$ cat config.mk
export PLATFORM = sky130hd
export DESIGN_NAME = amp_ctrl
export DESIGN_NICKNAME = d
export VERILOG_FILES = /design/src/hw/amp_ctrl_pkg.sv /design/src/hw/amp_channel.sv /design/src/hw/amp_ctrl.sv
export SDC_FILE = /design/constraint.sdc
export NUM_CORES = 1
export LEC_CHECK = 0
export ABC_AREA = 1
export ABC_CLOCK_PERIOD_IN_PS = 3000
export BUFFER_PORTS_ARGS = -buffer_cell sky130_fd_sc_hd__buf_4
export CAP_MARGIN = 5
export CORE_ASPECT_RATIO = 0.8
export CORE_MARGIN = 5
export CORE_UTILIZATION = 60
export CTS_BUF_LIST = sky130_fd_sc_hd__clkbuf_4 sky130_fd_sc_hd__clkbuf_8
export DETAILED_ROUTE_END_ITERATION = 6
export PLACE_DENSITY_LB_ADDON = 0.15
export SLEW_MARGIN = 10
export SYNTH_ARGS = -nofsm -noshare
export SYNTH_HDL_FRONTEND = slang
export SYNTH_SLANG_ARGS = --single-unit
$ cat constraint.sdc
create_clock -name clock -period 3 [get_ports clock]
set_clock_uncertainty 0.2 [all_clocks]
set_input_delay 0.15 -clock clock [delete_from_list [all_inputs] [get_ports clock]]
set_output_delay 0.15 -clock clock [all_outputs]
set_load 0.1 [all_outputs]
$ cat src/hw/amp_ctrl_pkg.sv
// Purpose: shared constants and types for the differential amplifier control block
// Assumes: one 10 MHz clock, AXI4-Lite register access, 32-bit data
// Notes: register offsets are byte addresses
// Overview of operation
// - bit 7 of each channel register switches that amplifier on or off.
// - clearing the enable during a conversion on that channel takes effect when it ends.
// - bit 6 shorts the amplifier inputs together while set.
// - bits 5:4 select gain 5, 10, 20 or 40 for codes 00, 01, 10, 11.
// - bits 1:0 pick the clock/8 sync or power stage event 0, 1 or 2.
// - a power stage conversion starts only on the selected event; a clock/8 conversion starts at once on request.
// - these registers only configure; the start request comes from the converter side.
// - the result goes to the one result word, its high byte holding the upper bits.
// - an enabled amplifier amplifies on every sync event, converter running or not.
// - a clock/8 conversion takes 13 cycles if requested while the divided clock is low, else 14.
package amp_ctrl_pkg;
  localparam logic [7:0] AMP0_OFFSET = 8'h00;
  localparam logic [7:0] AMP1_OFFSET = 8'h04;
  localparam logic [7:0] RESULT_OFFSET = 8'h08;
  localparam logic [7:0] STATUS_OFFSET = 8'h0C;
  localparam int ON_BIT = 7;
  localparam int SHORT_BIT = 6;
  localparam int GAIN_HI = 5;
  localparam int GAIN_LO = 4;
  localparam int TRIG_HI = 1;
  localparam int TRIG_LO = 0;
  localparam logic [7:0] CTRL_WMASK = 8'hF3;
  localparam logic [7:0] CTRL_RESET = 8'h00;
  localparam logic [1:0] TRIG_DIV8 = 2'h0;
  localparam int DIV_RATIO = 8;
  localparam logic [2:0] DIV_HALF = 3'h4;
  localparam logic [3:0] CONV_CYC_LOW = 4'hD;
  localparam logic [3:0] CONV_CYC_HIGH = 4'hE;
  localparam logic [1:0] RESP_OKAY = 2'h0;
  localparam logic [1:0] RESP_SLVERR = 2'h2;
  typedef struct packed {
    logic on;
    logic inputShort;
    logic [1:0] gain;
    logic [1:0] trigSel;
  } amp_cfg_s;
  typedef enum {CONV_IDLE, CONV_WAIT_TRIG, CONV_RUN} conv_state_e;
endpackage

$ cat src/hw/amp_channel.sv
// Purpose: one amplifier channel: enable hold-off, trigger pick, conversion timing
// Assumes: inputs synchronous to clock
// Notes: analog conversion is modelled as a cycle count; the result is sampled at its end
`timescale 1ns/10ps
`default_nettype none
module amp_channel
  import amp_ctrl_pkg::*;
(
  input wire logic clock,
  input wire logic reset_n,
  input wire logic [7:0] ctrlReg,
  input wire logic [2:0] psEvent,
  input wire logic divTick,
  input wire logic divLevel,
  input wire logic startReq,
  input wire logic [9:0] sampleIn,
  output amp_cfg_s cfg,
  output logic ampPulse,
  output logic busy,
  output logic done,
  output logic [9:0] result
);
  conv_state_e state_q;
  logic [3:0] count_q;
  logic onHeld_q;
  logic trig;
  logic selOn;

  // selected sync event
  always_comb begin
    case (ctrlReg[TRIG_HI:TRIG_LO])
      TRIG_DIV8: trig = divTick;
      2'h1: trig = psEvent[0];
      2'h2: trig = psEvent[1];
      2'h3: trig = psEvent[2];
      default: trig = 1'b0;
    endcase
  end
  // the held copy counts only mid-conversion, so an idle disable bites at once
  assign selOn = ctrlReg[ON_BIT] | (onHeld_q && state_q != CONV_IDLE);

  // disable waits while busy so the sample is not cut short
  always_ff @(posedge clock or negedge reset_n) begin
    if (!reset_n) begin
      onHeld_q <= 1'b0;
    end else if (state_q == CONV_IDLE) begin
      onHeld_q <= ctrlReg[ON_BIT];
    end else if (ctrlReg[ON_BIT]) begin
      onHeld_q <= 1'b1;
    end
  end

  // amplification pulse on every selected sync event while selOn is set, independent of conversion
  always_ff @(posedge clock or negedge reset_n) begin
    if (!reset_n) begin
      ampPulse <= 1'b0;
      cfg <= '0;
    end else begin
      ampPulse <= selOn & trig;
      cfg <= '{on: selOn, inputShort: ctrlReg[SHORT_BIT],
               gain: ctrlReg[GAIN_HI:GAIN_LO], trigSel: ctrlReg[TRIG_HI:TRIG_LO]};
    end
  end

  // conversion sequencer
  always_ff @(posedge clock or negedge reset_n) begin
    if (!reset_n) begin
      state_q <= CONV_IDLE;
      count_q <= '0;
      busy <= 1'b0;
      done <= 1'b0;
      result <= '0;
    end else begin
      done <= 1'b0;
      case (state_q)
        CONV_IDLE: begin
          if (startReq && selOn) begin
            busy <= 1'b1;
            if (ctrlReg[TRIG_HI:TRIG_LO] == TRIG_DIV8) begin
              state_q <= CONV_RUN;
              // divided clock high costs one extra sync cycle
              count_q <= divLevel ? CONV_CYC_HIGH - 4'h1 : CONV_CYC_LOW - 4'h1;
            end else begin
              state_q <= CONV_WAIT_TRIG;
            end
          end
        end
        CONV_WAIT_TRIG: begin
          if (trig) begin
            state_q <= CONV_RUN;
            count_q <= CONV_CYC_LOW - 4'h1;
          end
        end
        CONV_RUN: begin
          if (count_q == 4'h0) begin
            state_q <= CONV_IDLE;
            busy <= 1'b0;
            done <= 1'b1;
            result <= sampleIn;
          end else begin
            count_q <= count_q - 4'h1;
          end
        end
        default: state_q <= CONV_IDLE;
      endcase
    end
  end
endmodule
`default_nettype wire

$ cat src/hw/amp_ctrl.sv
// Purpose: AXI4-Lite register front end and clock/8 divider for two amplifier channels;
//   hold-off and conversion timing of each channel sit in its own instance
// Assumes: one clock, inputs synchronous, one write and one read outstanding at a time;
//   the master keeps each valid up until its own ready is seen
// Notes: result word holds high byte in 15:8 and low byte in 7:0, right adjusted;
//   the status word shows busy and effective enable of both channels, read only
//
// The AXI4-Lite interface to the registers and the address map were decided locally.
`timescale 1ns/10ps
`default_nettype none
module amp_ctrl
  import amp_ctrl_pkg::*;
(
  input wire logic clock,
  input wire logic reset_n,
  // write address, write data and write response
  input wire logic [7:0] s_axi_awaddr,
  input wire logic s_axi_awvalid,
  output logic s_axi_awready,
  input wire logic [31:0] s_axi_wdata,
  input wire logic [3:0] s_axi_wstrb,
  input wire logic s_axi_wvalid,
  output logic s_axi_wready,
  output logic [1:0] s_axi_bresp,
  output logic s_axi_bvalid,
  input wire logic s_axi_bready,
  // read address and read data
  input wire logic [7:0] s_axi_araddr,
  input wire logic s_axi_arvalid,
  output logic s_axi_arready,
  output logic [31:0] s_axi_rdata,
  output logic [1:0] s_axi_rresp,
  output logic s_axi_rvalid,
  input wire logic s_axi_rready,
  // far side and channel outputs
  input wire logic [2:0] power_stage_async_event,
  input wire logic [1:0] start_conv,
  input wire logic [9:0] sample_in,
  output amp_cfg_s amp0_cfg,
  output amp_cfg_s amp1_cfg,
  output logic [1:0] amp_pulse,
  output logic conv_clock_div8,
  output logic [1:0] conv_done
);
  // register file and divider
  logic [7:0] ctrl_q [2];
  logic [2:0] div_q;
  logic divTick;
  // write capture; address and data may arrive on different edges
  logic [7:0] awAddr_q;
  logic awHeld_q;
  logic wHeld_q;
  logic [31:0] wData_q;
  logic [3:0] wStrb_q;
  logic doWrite;
  // per-channel results
  logic [1:0] busyCh;
  logic [1:0] doneCh;
  logic [9:0] resCh [2];
  logic [9:0] lastResult_q;
  amp_cfg_s cfgCh [2];
  logic [1:0] pulseCh;
  // read words built ahead of the read mux
  logic [31:0] resultWord;
  logic [31:0] statusWord;

  // free-running divide by eight
  always_ff @(posedge clock or negedge reset_n) begin
    if (!reset_n) begin
      div_q <= '0;
      conv_clock_div8 <= 1'b0;
    end else begin
      div_q <= div_q + 3'h1;
      conv_clock_div8 <= (div_q + 3'h1) >= DIV_HALF;
    end
  end
  // the tick marks the last phase of each eight-cycle round
  assign divTick = (div_q == 3'(DIV_RATIO - 1));

  // channels
  // both share one divider, so their clock/8 phases always agree
  genvar g;
  generate
    for (g = 0; g < 2; g++) begin : gen_ch
      amp_channel u_ch (
        .clock(clock),
        .reset_n(reset_n),
        .ctrlReg(ctrl_q[g]),
        .psEvent(power_stage_async_event),
        .divTick(divTick),
        .divLevel(conv_clock_div8),
        .startReq(start_conv[g]),
        .sampleIn(sample_in),
        .cfg(cfgCh[g]),
        .ampPulse(pulseCh[g]),
        .busy(busyCh[g]),
        .done(doneCh[g]),
        .result(resCh[g])
      );
    end
  endgenerate

  // outputs straight from channel flops, re-registered to keep one flop to pin
  always_ff @(posedge clock or negedge reset_n) begin
    if (!reset_n) begin
      amp0_cfg <= '0;
      amp1_cfg <= '0;
      amp_pulse <= '0;
      conv_done <= '0;
      lastResult_q <= '0;
    end else begin
      amp0_cfg <= cfgCh[0];
      amp1_cfg <= cfgCh[1];
      amp_pulse <= pulseCh;
      conv_done <= doneCh;
      // channel 1 wins when both finish in one cycle
      if (doneCh[1]) begin
        lastResult_q <= resCh[1];
      end else if (doneCh[0]) begin
        lastResult_q <= resCh[0];
      end
    end
  end

  // write address and data accepted in either order
  // the held flags keep a second take out until the write fires; the next doWrite waits for the response to go
  assign doWrite = awHeld_q && wHeld_q && !s_axi_bvalid;
  always_ff @(posedge clock or negedge reset_n) begin
    if (!reset_n) begin
      awHeld_q <= 1'b0;
      wHeld_q <= 1'b0;
      awAddr_q <= '0;
      wData_q <= '0;
      wStrb_q <= '0;
      s_axi_awready <= 1'b0;
      s_axi_wready <= 1'b0;
    end else begin
      s_axi_awready <= !awHeld_q && !s_axi_awready && s_axi_awvalid;
      s_axi_wready <= !wHeld_q && !s_axi_wready && s_axi_wvalid;
      if (s_axi_awvalid && s_axi_awready) begin
        awHeld_q <= 1'b1;
        awAddr_q <= s_axi_awaddr;
      end else if (doWrite) begin
        awHeld_q <= 1'b0;
      end
      if (s_axi_wvalid && s_axi_wready) begin
        wHeld_q <= 1'b1;
        wData_q <= s_axi_wdata;
        wStrb_q <= s_axi_wstrb;
      end else if (doWrite) begin
        wHeld_q <= 1'b0;
      end
    end
  end

  // write response; doWrite cannot fire while a response still stands
  always_ff @(posedge clock or negedge reset_n) begin
    if (!reset_n) begin
      s_axi_bvalid <= 1'b0;
      s_axi_bresp <= RESP_OKAY;
    end else begin
      if (s_axi_bvalid && s_axi_bready) begin
        s_axi_bvalid <= 1'b0;
      end
      if (doWrite) begin
        s_axi_bvalid <= 1'b1;
        // read-only words take writes silently; holes answer with an error
        if (awAddr_q == AMP0_OFFSET || awAddr_q == AMP1_OFFSET ||
            awAddr_q == RESULT_OFFSET || awAddr_q == STATUS_OFFSET) begin
          s_axi_bresp <= RESP_OKAY;
        end else begin
          s_axi_bresp <= RESP_SLVERR;
        end
      end
    end
  end

  // control registers; only byte lane 0 carries the 8-bit register
  always_ff @(posedge clock or negedge reset_n) begin
    if (!reset_n) begin
      ctrl_q[0] <= CTRL_RESET;
      ctrl_q[1] <= CTRL_RESET;
    end else if (doWrite && wStrb_q[0]) begin
      // software is expected to clear the trigger select with the enable
      if (awAddr_q == AMP0_OFFSET || awAddr_q == AMP1_OFFSET) begin
        ctrl_q[awAddr_q[2]] <= wData_q[7:0] & CTRL_WMASK;
      end
    end
  end

  // result and status words, kept apart from the read mux
  assign resultWord = {16'h0000, 6'h00, lastResult_q[9:8], lastResult_q[7:0]};
  assign statusWord = {28'h0000000, cfgCh[1].on, cfgCh[0].on, busyCh};

  // read channel, one cycle after the address is taken
  // arready stays low while data stand, so one read is under way at a time
  always_ff @(posedge clock or negedge reset_n) begin
    if (!reset_n) begin
      s_axi_arready <= 1'b0;
      s_axi_rvalid <= 1'b0;
      s_axi_rdata <= '0;
      s_axi_rresp <= RESP_OKAY;
    end else begin
      s_axi_arready <= !s_axi_arready && !s_axi_rvalid && s_axi_arvalid;
      if (s_axi_rvalid && s_axi_rready) begin
        s_axi_rvalid <= 1'b0;
      end
      if (s_axi_arvalid && s_axi_arready) begin
        s_axi_rvalid <= 1'b1;
        s_axi_rresp <= RESP_OKAY;
        case (s_axi_araddr)
          AMP0_OFFSET: s_axi_rdata <= {24'h000000, ctrl_q[0]};
          AMP1_OFFSET: s_axi_rdata <= {24'h000000, ctrl_q[1]};
          RESULT_OFFSET: s_axi_rdata <= resultWord;
          STATUS_OFFSET: s_axi_rdata <= statusWord;
          default: begin
            s_axi_rdata <= '0;
            s_axi_rresp <= RESP_SLVERR;
          end
        endcase
      end
    end
  end
endmodule
`default_nettype wire

# [Yosys cells after proc, flatten, opt, wreduce, memory -nomap -nowiden]
# Index checks and enable logic that the tools add are counted.
[totals] register_bits=218 inputBits=74 out_inout_bits=58 elab_cells=202
[classes] add_sub_neg=3 order_cmp=3 eq_ne=27 muxes=52 n_bitwise=5 reduce_logical=62
[op_table] operator="$mux 32" count=6
[op_table] operator="$pmux 32 s3" count=2
[op_table] operator="$logic_not 32->1" count=4
[op_table] operator="$eq 32x1->1 const B" count=2
[op_table] operator="$eq 32x2->1 const B" count=2
[op_table] operator="$reduce_bool 32->1" count=2
[op_table] operator="$pmux 10 s4" count=1
[op_table] operator="$eq 8x4->1 const B" count=4
[op_table] operator="$mux 4" count=8
[op_table] operator="$pmux 4 s3" count=2
[op_table] operator="$mux 1" count=20
[op_table] operator="$mux 10" count=2
[op_table] operator="$logic_and 1x1->1" count=19
[op_table] operator="$reduce_bool 2->1" count=9
[op_table] operator="$bwmux 16" count=1
[op_table] operator="$eq 8x3->1 const B" count=2
[op_table] operator="$logic_not 8->1" count=2
[op_table] operator="$ne 2x1->1 const B" count=8
[op_table] operator="$reduce_and 3->1" count=4
[op_table] operator="$reduce_and 5->1" count=2
[op_table] operator="$demux 8 s1" count=1
[op_table] operator="$eq 2x2->1 const B" count=4
[op_table] operator="$logic_not 4->1" count=2
[op_table] operator="$mux 2" count=4
[op_table] operator="other kinds (20)" count=39

# [Depth between registers and ports, before layout]
[depth] word_depth=6 depth_mapped=9 mapped_depth_nobuf=9

# [Hierarchy]
# From an unflattened synthesis, not the netlist that was laid out.
[hier_totals] hier_cells=636 hier_area_um2=5669.2
[by_module_without_submodules] module="amp_ctrl" instances=1 cells_each=360 area_per_inst_um2=3281.9 seq_area_each_um2=1876.8
[by_module_without_submodules] module="amp_channel" instances=2 cells_each=138 area_per_inst_um2=1193.6 seq_area_each_um2=650.6

# [Worst setup path before layout]
# No wires, ideal clock.
[synth_path] kind="register -> register" startpoint="reg, netlist name conv_clock_div8" endpoint="reg gen_ch[1].u_ch.state_q[0]" setup_time_ps=128 t_arrival_ps=1646 t_required_ps=2672 slack_ps=1026 stages_incl_launch_ff=9 path_buffers=0 synth_period_minus_slack_ps=1974 path_cell_list="dfrtp_1 ha_1 nand2_1 nand2_1 nor2_2 nand2_1 nand2_1 nand2_1 o21ai_0"
[synth_rtl] element="end signal: assignment" line_no="amp_channel.sv:68" text="state_q <= CONV_IDLE;"
[synth_rtl] element="end signal: assignment" line_no="amp_channel.sv:80" text="state_q <= CONV_RUN;"
[synth_rtl] element="end signal: assignment" line_no="amp_channel.sv:84" text="state_q <= CONV_WAIT_TRIG;"
[synth_rtl] element="end: declaration" line_no="amp_channel.sv:23" text="conv_state_e state_q;"

# [Worst setup path after layout]
[layout_path] startpoint="reg div_q[0]" endpoint="reg gen_ch[1].u_ch.ampPulse"
[layout_via] elab_chain_cells=3
[layout_rtl] element="start: declaration" line_no="amp_ctrl.sv:47" text="logic [2:0] div_q;"
[layout_rtl] element="start signal: assignment" line_no="amp_ctrl.sv:73" text="div_q <= div_q + 3'h1;"
[layout_rtl] element="$eq 3x3->1" line_no="amp_ctrl.sv:78" text="assign divTick = (div_q == 3'(DIV_RATIO - 1));"
[layout_rtl] element="$pmux 1 s4" line_no="amp_channel.sv:31" text="case (ctrlReg[TRIG_HI:TRIG_LO])"
[layout_rtl] element="$and 1x1->1" line_no="amp_channel.sv:59" text="ampPulse <= selOn & trig;"
[layout_rtl] element="end signal: assignment" line_no="amp_channel.sv:59"
[layout_rtl] element="end: declaration" line_no="amp_channel.sv:18" text="output logic ampPulse,"
# No other way between the ends.
# A chain may end at the register's enable or synchronous reset.

==> metrics.md <==
| Metric | Value |
|---|---|
| Total congestion overflow | `0` |
| Row Count | `31` |
| CP Cell Sequence | `ha_1, ha_1, nand2_1, nand2_1, nor2_2, dlygate4sd3_1, nor2_1` |
| CTS Buf Count | `17` |
| Die Height | `95.4 um` |
| Vias after detailed routing | `4293` |
| Leakage | `3.63 nW` |
| CTS tree | `built` |
| 1st-pass router iterations | `5` |
| Antenna-violating nets left | `0` |
| Clock buffer depth | `2` |
| Part of the Yosys area used for sequential elements | `58.1%` |
| Post-synthesis area per instance | `9.23 um2` |
| Worst Path Arrival | `2.05 ns` |
| Final TNS setup | `0 ns` |
| Die ar. | `0.0111 mm2` |
| Worst setup path start | `div_q[0]$_DFF_PN0_` |
| Most common cell after layout, fill and taps aside | `nand2_1` |
| Initial Util | `60.8%` |
| Crit path capture type | `register` |
| Post-synth top area share | `58.1%` |
| Leading cell types in the layout, fill and taps excluded | `136 x nand2_1, 127 x dfrtp_1, 81 x buf_4` |
| Final setup fails | `0` |
| Worst R2R Start | `div_q[0]$_DFF_PN0_` |
| Wire per inst | `14.0 um` |
| R2R Setup Slk | `1.03 ns` |
| Final worst-path cycle share | `65.5%` |
| CP Class | `register to register` |
| Least-Margin Pin Slew | `0.594 ns` |
| Unrepaired setup endpoints after global routing | `no` |
| Core area | `0.00900 mm2` |
| Layout area overhead | `24.7%` |
| Hold Path Class | `primary input to register` |
| Worst skew pair latency | `0.42 ns` |
| Non-Filler Instances | `839` |
| Fillers | `637` |
| R2R cell count | `7` |
| Stages on worst setup path | `7` |
| Crit-path max cell delay | `0.55 ns` |
| Die width | `117 um` |
| Pin count of the biggest net entering global routing | `61` |
| Cell family with most CP delay | `buffers and inverters` |
| Peak VDD IR | `0.969 mV` |
| Hold Violations, Final | `0` |
| Power per cell area | `1040 mW/mm2` |
| Mapped cell area | `0.00547 mm2` |
| Cell variety after synth | `28` |
| Flip-flop and latch area | `0.00318 mm2` |
| Post-DP HPWL | `8090 um` |
| Placer Congestion | `0.773` |
| Buf/Inv on CP | `1` |
| Reg-to-Reg End | `gen_ch[1].u_ch.ampPulse$_DFF_PN0_` |
| Antenna violations before repair | `0` |
| Worst Path Required | `3.09 ns` |
| Starting DRT DRC Count | `301` |
| Min Tclk post-route | `1.97 ns` |
| Footprint of the multi-input gates | `0.00183 mm2` |
| Worst-path clk slew | `0.07 ns` |
| Clk sinks | `127` |
| Avg Vias per Cell | `5.12` |
| Placed cells | `774` |
| Synth top area cells | `dfrtp_1 58%, nand2_1 9.3%, inv_1 5.3%, buf_4 3.3%, nor2_1 3.2%` |
| Vias in the first global route | `4266` |
| Max Slew Vio Count | `0` |
| Mapped Cells | `593` |
| Number of synthesized register bits | `127` |
| H-tree depth | `4` |
| Final net count | `800` |
| I/O pin total | `132` |
| Post-route DRC | `0` |
| Yosys Warn Count | `0` |
| Max-cap violations | `0` |
| Status | `finished, final reports clean` |
| First-pass GRT wire length | `19600 um` |
| Utilization after layout | `75.8%` |
| Slowest CP cell | `dlygate4sd3_1` |
| Worst setup endpoint | `gen_ch[1].u_ch.ampPulse$_DFF_PN0_` |
| Area leader, netlist | `dfrtp_1` |
| Layout cells sized above 1 | `18.1%` |
| Diodes inserted | `0` |
| Crit Path Max Fanout | `2` |
| Clock Tree Root | `clkbuf_8` |
| Startpoint types | `register` |
| F_max | `0.509 GHz` |
| Slew headroom | `60.2%` |
| Overall routing resource usage | `22.8%` |
| Input/output buffers | `78` |
| DRT Wirelength | `11700 um` |
[flip-flops by register name, summed over array words and instances, names as in the netlist, 2 cells and up]
| register | cells |
|---|---|
| gen_ch.u_ch.cfg | 12 |
| gen_ch.u_ch.state_q | 4 |
| gen_ch.u_ch.done | 2 |
| gen_ch.u_ch.count_q | 8 |
| conv_done | 2 |
| gen_ch.u_ch.busy | 2 |
| ctrl_q | 12 |
| lastResult_q | 10 |
| s_axi_rdata | 10 |
| gen_ch.u_ch.result | 20 |
| gen_ch.u_ch.ampPulse | 2 |
| div_q | 2 |
| amp1_cfg | 6 |
| wData_q | 6 |
| amp0_cfg | 6 |
| gen_ch.u_ch.onHeld_q | 2 |
| amp_pulse | 2 |
| awAddr_q | 8 |
[worst register-to-register path, delay by kind of cell (launching register included)]
family | cells | cell delay, ns
adder cells (fa/ha/maj) | 2 | 0.42
buffers and inverters | 1 | 0.55
flip-flops | 1 | 0.38
AND/OR/NAND/NOR | 4 | 0.28
[metrics by stage]
stage          total power, mW  worst slack [ns]  hold slack, ns  instance area (um2)
6_report                  7.08              1.03        0.000954                 6820
5_1_grt                   7.55             0.870          0.0126                 6820
4_1_cts                   7.10              1.04        0.000843                 6820
3_5_place_dp              5.61              1.11         -0.0256                 6070
3_3_place_gp              5.48              1.16         -0.0318                 6070
2_1_floorplan             4.94              1.03          -0.346                 5560
[routing by layer]
| metal | vias up | track usage [%] | share of wire (%) | wire length, um |
|---|---|---|---|---|
| li1 | 2088 | - | - | - |
| met1 | 2046 | 30.2 | 43 | 5040 |
| met2 | 141 | 37.3 | 49 | 5720 |
| met3 | 18 | 5.71 | 7.0 | 817 |
| met4 | 0 | 6.97 | 1.3 | 153 |
| met5 | - | 0 | 0 | 0 |
[timing repair]
item	4_1_cts	5_1_grt
gates resized for setup	0	0
hold buffers	36	0
endpoints found under the hold margin	104	0
buffers inserted	0	0
[how the worst min path moves through the flow]
| stage | start | cells after the start | to | slack (ns) |
|---|---|---|---|---|
| finish | power_stage_async_event[2] | 5 | gen_ch[0].u_ch.ampPulse$_DFF_PN0_ | 0.001 |
| CTS | power_stage_async_event[2] | 5 | gen_ch[0].u_ch.ampPulse$_DFF_PN0_ | 0.0008 |
| floorplan | reset_n | 0 | amp0_cfg[0]$_DFF_PN0_ | -0.35 |
| detailed placement | reset_n | 1 | awAddr_q[7]$_DFFE_PN0P_ | -0.03 |
| global route | power_stage_async_event[2] | 5 | gen_ch[0].u_ch.ampPulse$_DFF_PN0_ | 0.01 |
| global placement | reset_n | 1 | awAddr_q[6]$_DFFE_PN0P_ | -0.03 |
[area by class of cell]
class	count	share of cell area, %
flip-flops and latches	127	46.6
multi-input cells	372	26.8
repair buffers	118	14.5
clock buffers	22	4.44
inverters	78	4.29
well taps	115	2.11
clock inverters	7	1.25
[synth_stat cells, drive strengths merged]
library cell,n
a21boi,2
clkbuf,9
o21a,4
nor2,50
conb,1
inv,78
a31oi,1
a22oi,2
nand3,37
nand2,138
mux2,7
dfrtp,127
ha,12
or2,2
o21ai,43
a21oi,16
o22ai,10
nand4,12
nor3,12
buf,30
[where the power goes]
part	switching [mW]	leakage, nW	internal [mW]	total, mW
combinational	2.01	1.87	0.801	2.81
clock	0.598	0.206	0.828	1.43
sequential	0.461	1.55	2.38	2.85
[cells by family (layout without fill, tap and decap cells)]
kind of cell,count (synthesis),in the layout,synth area share (%)
buffers and inverters,117,225,10.0
muxes,7,7,1.44
AOI/OAI and AO/OA,78,78,7.75
other,1,24,0.0685
DFF,127,127,58.1
and+or+nand+nor,251,251,19.9
adders and majority gates,12,12,2.74
Note: power is estimated with default switching activity, not from simulation.
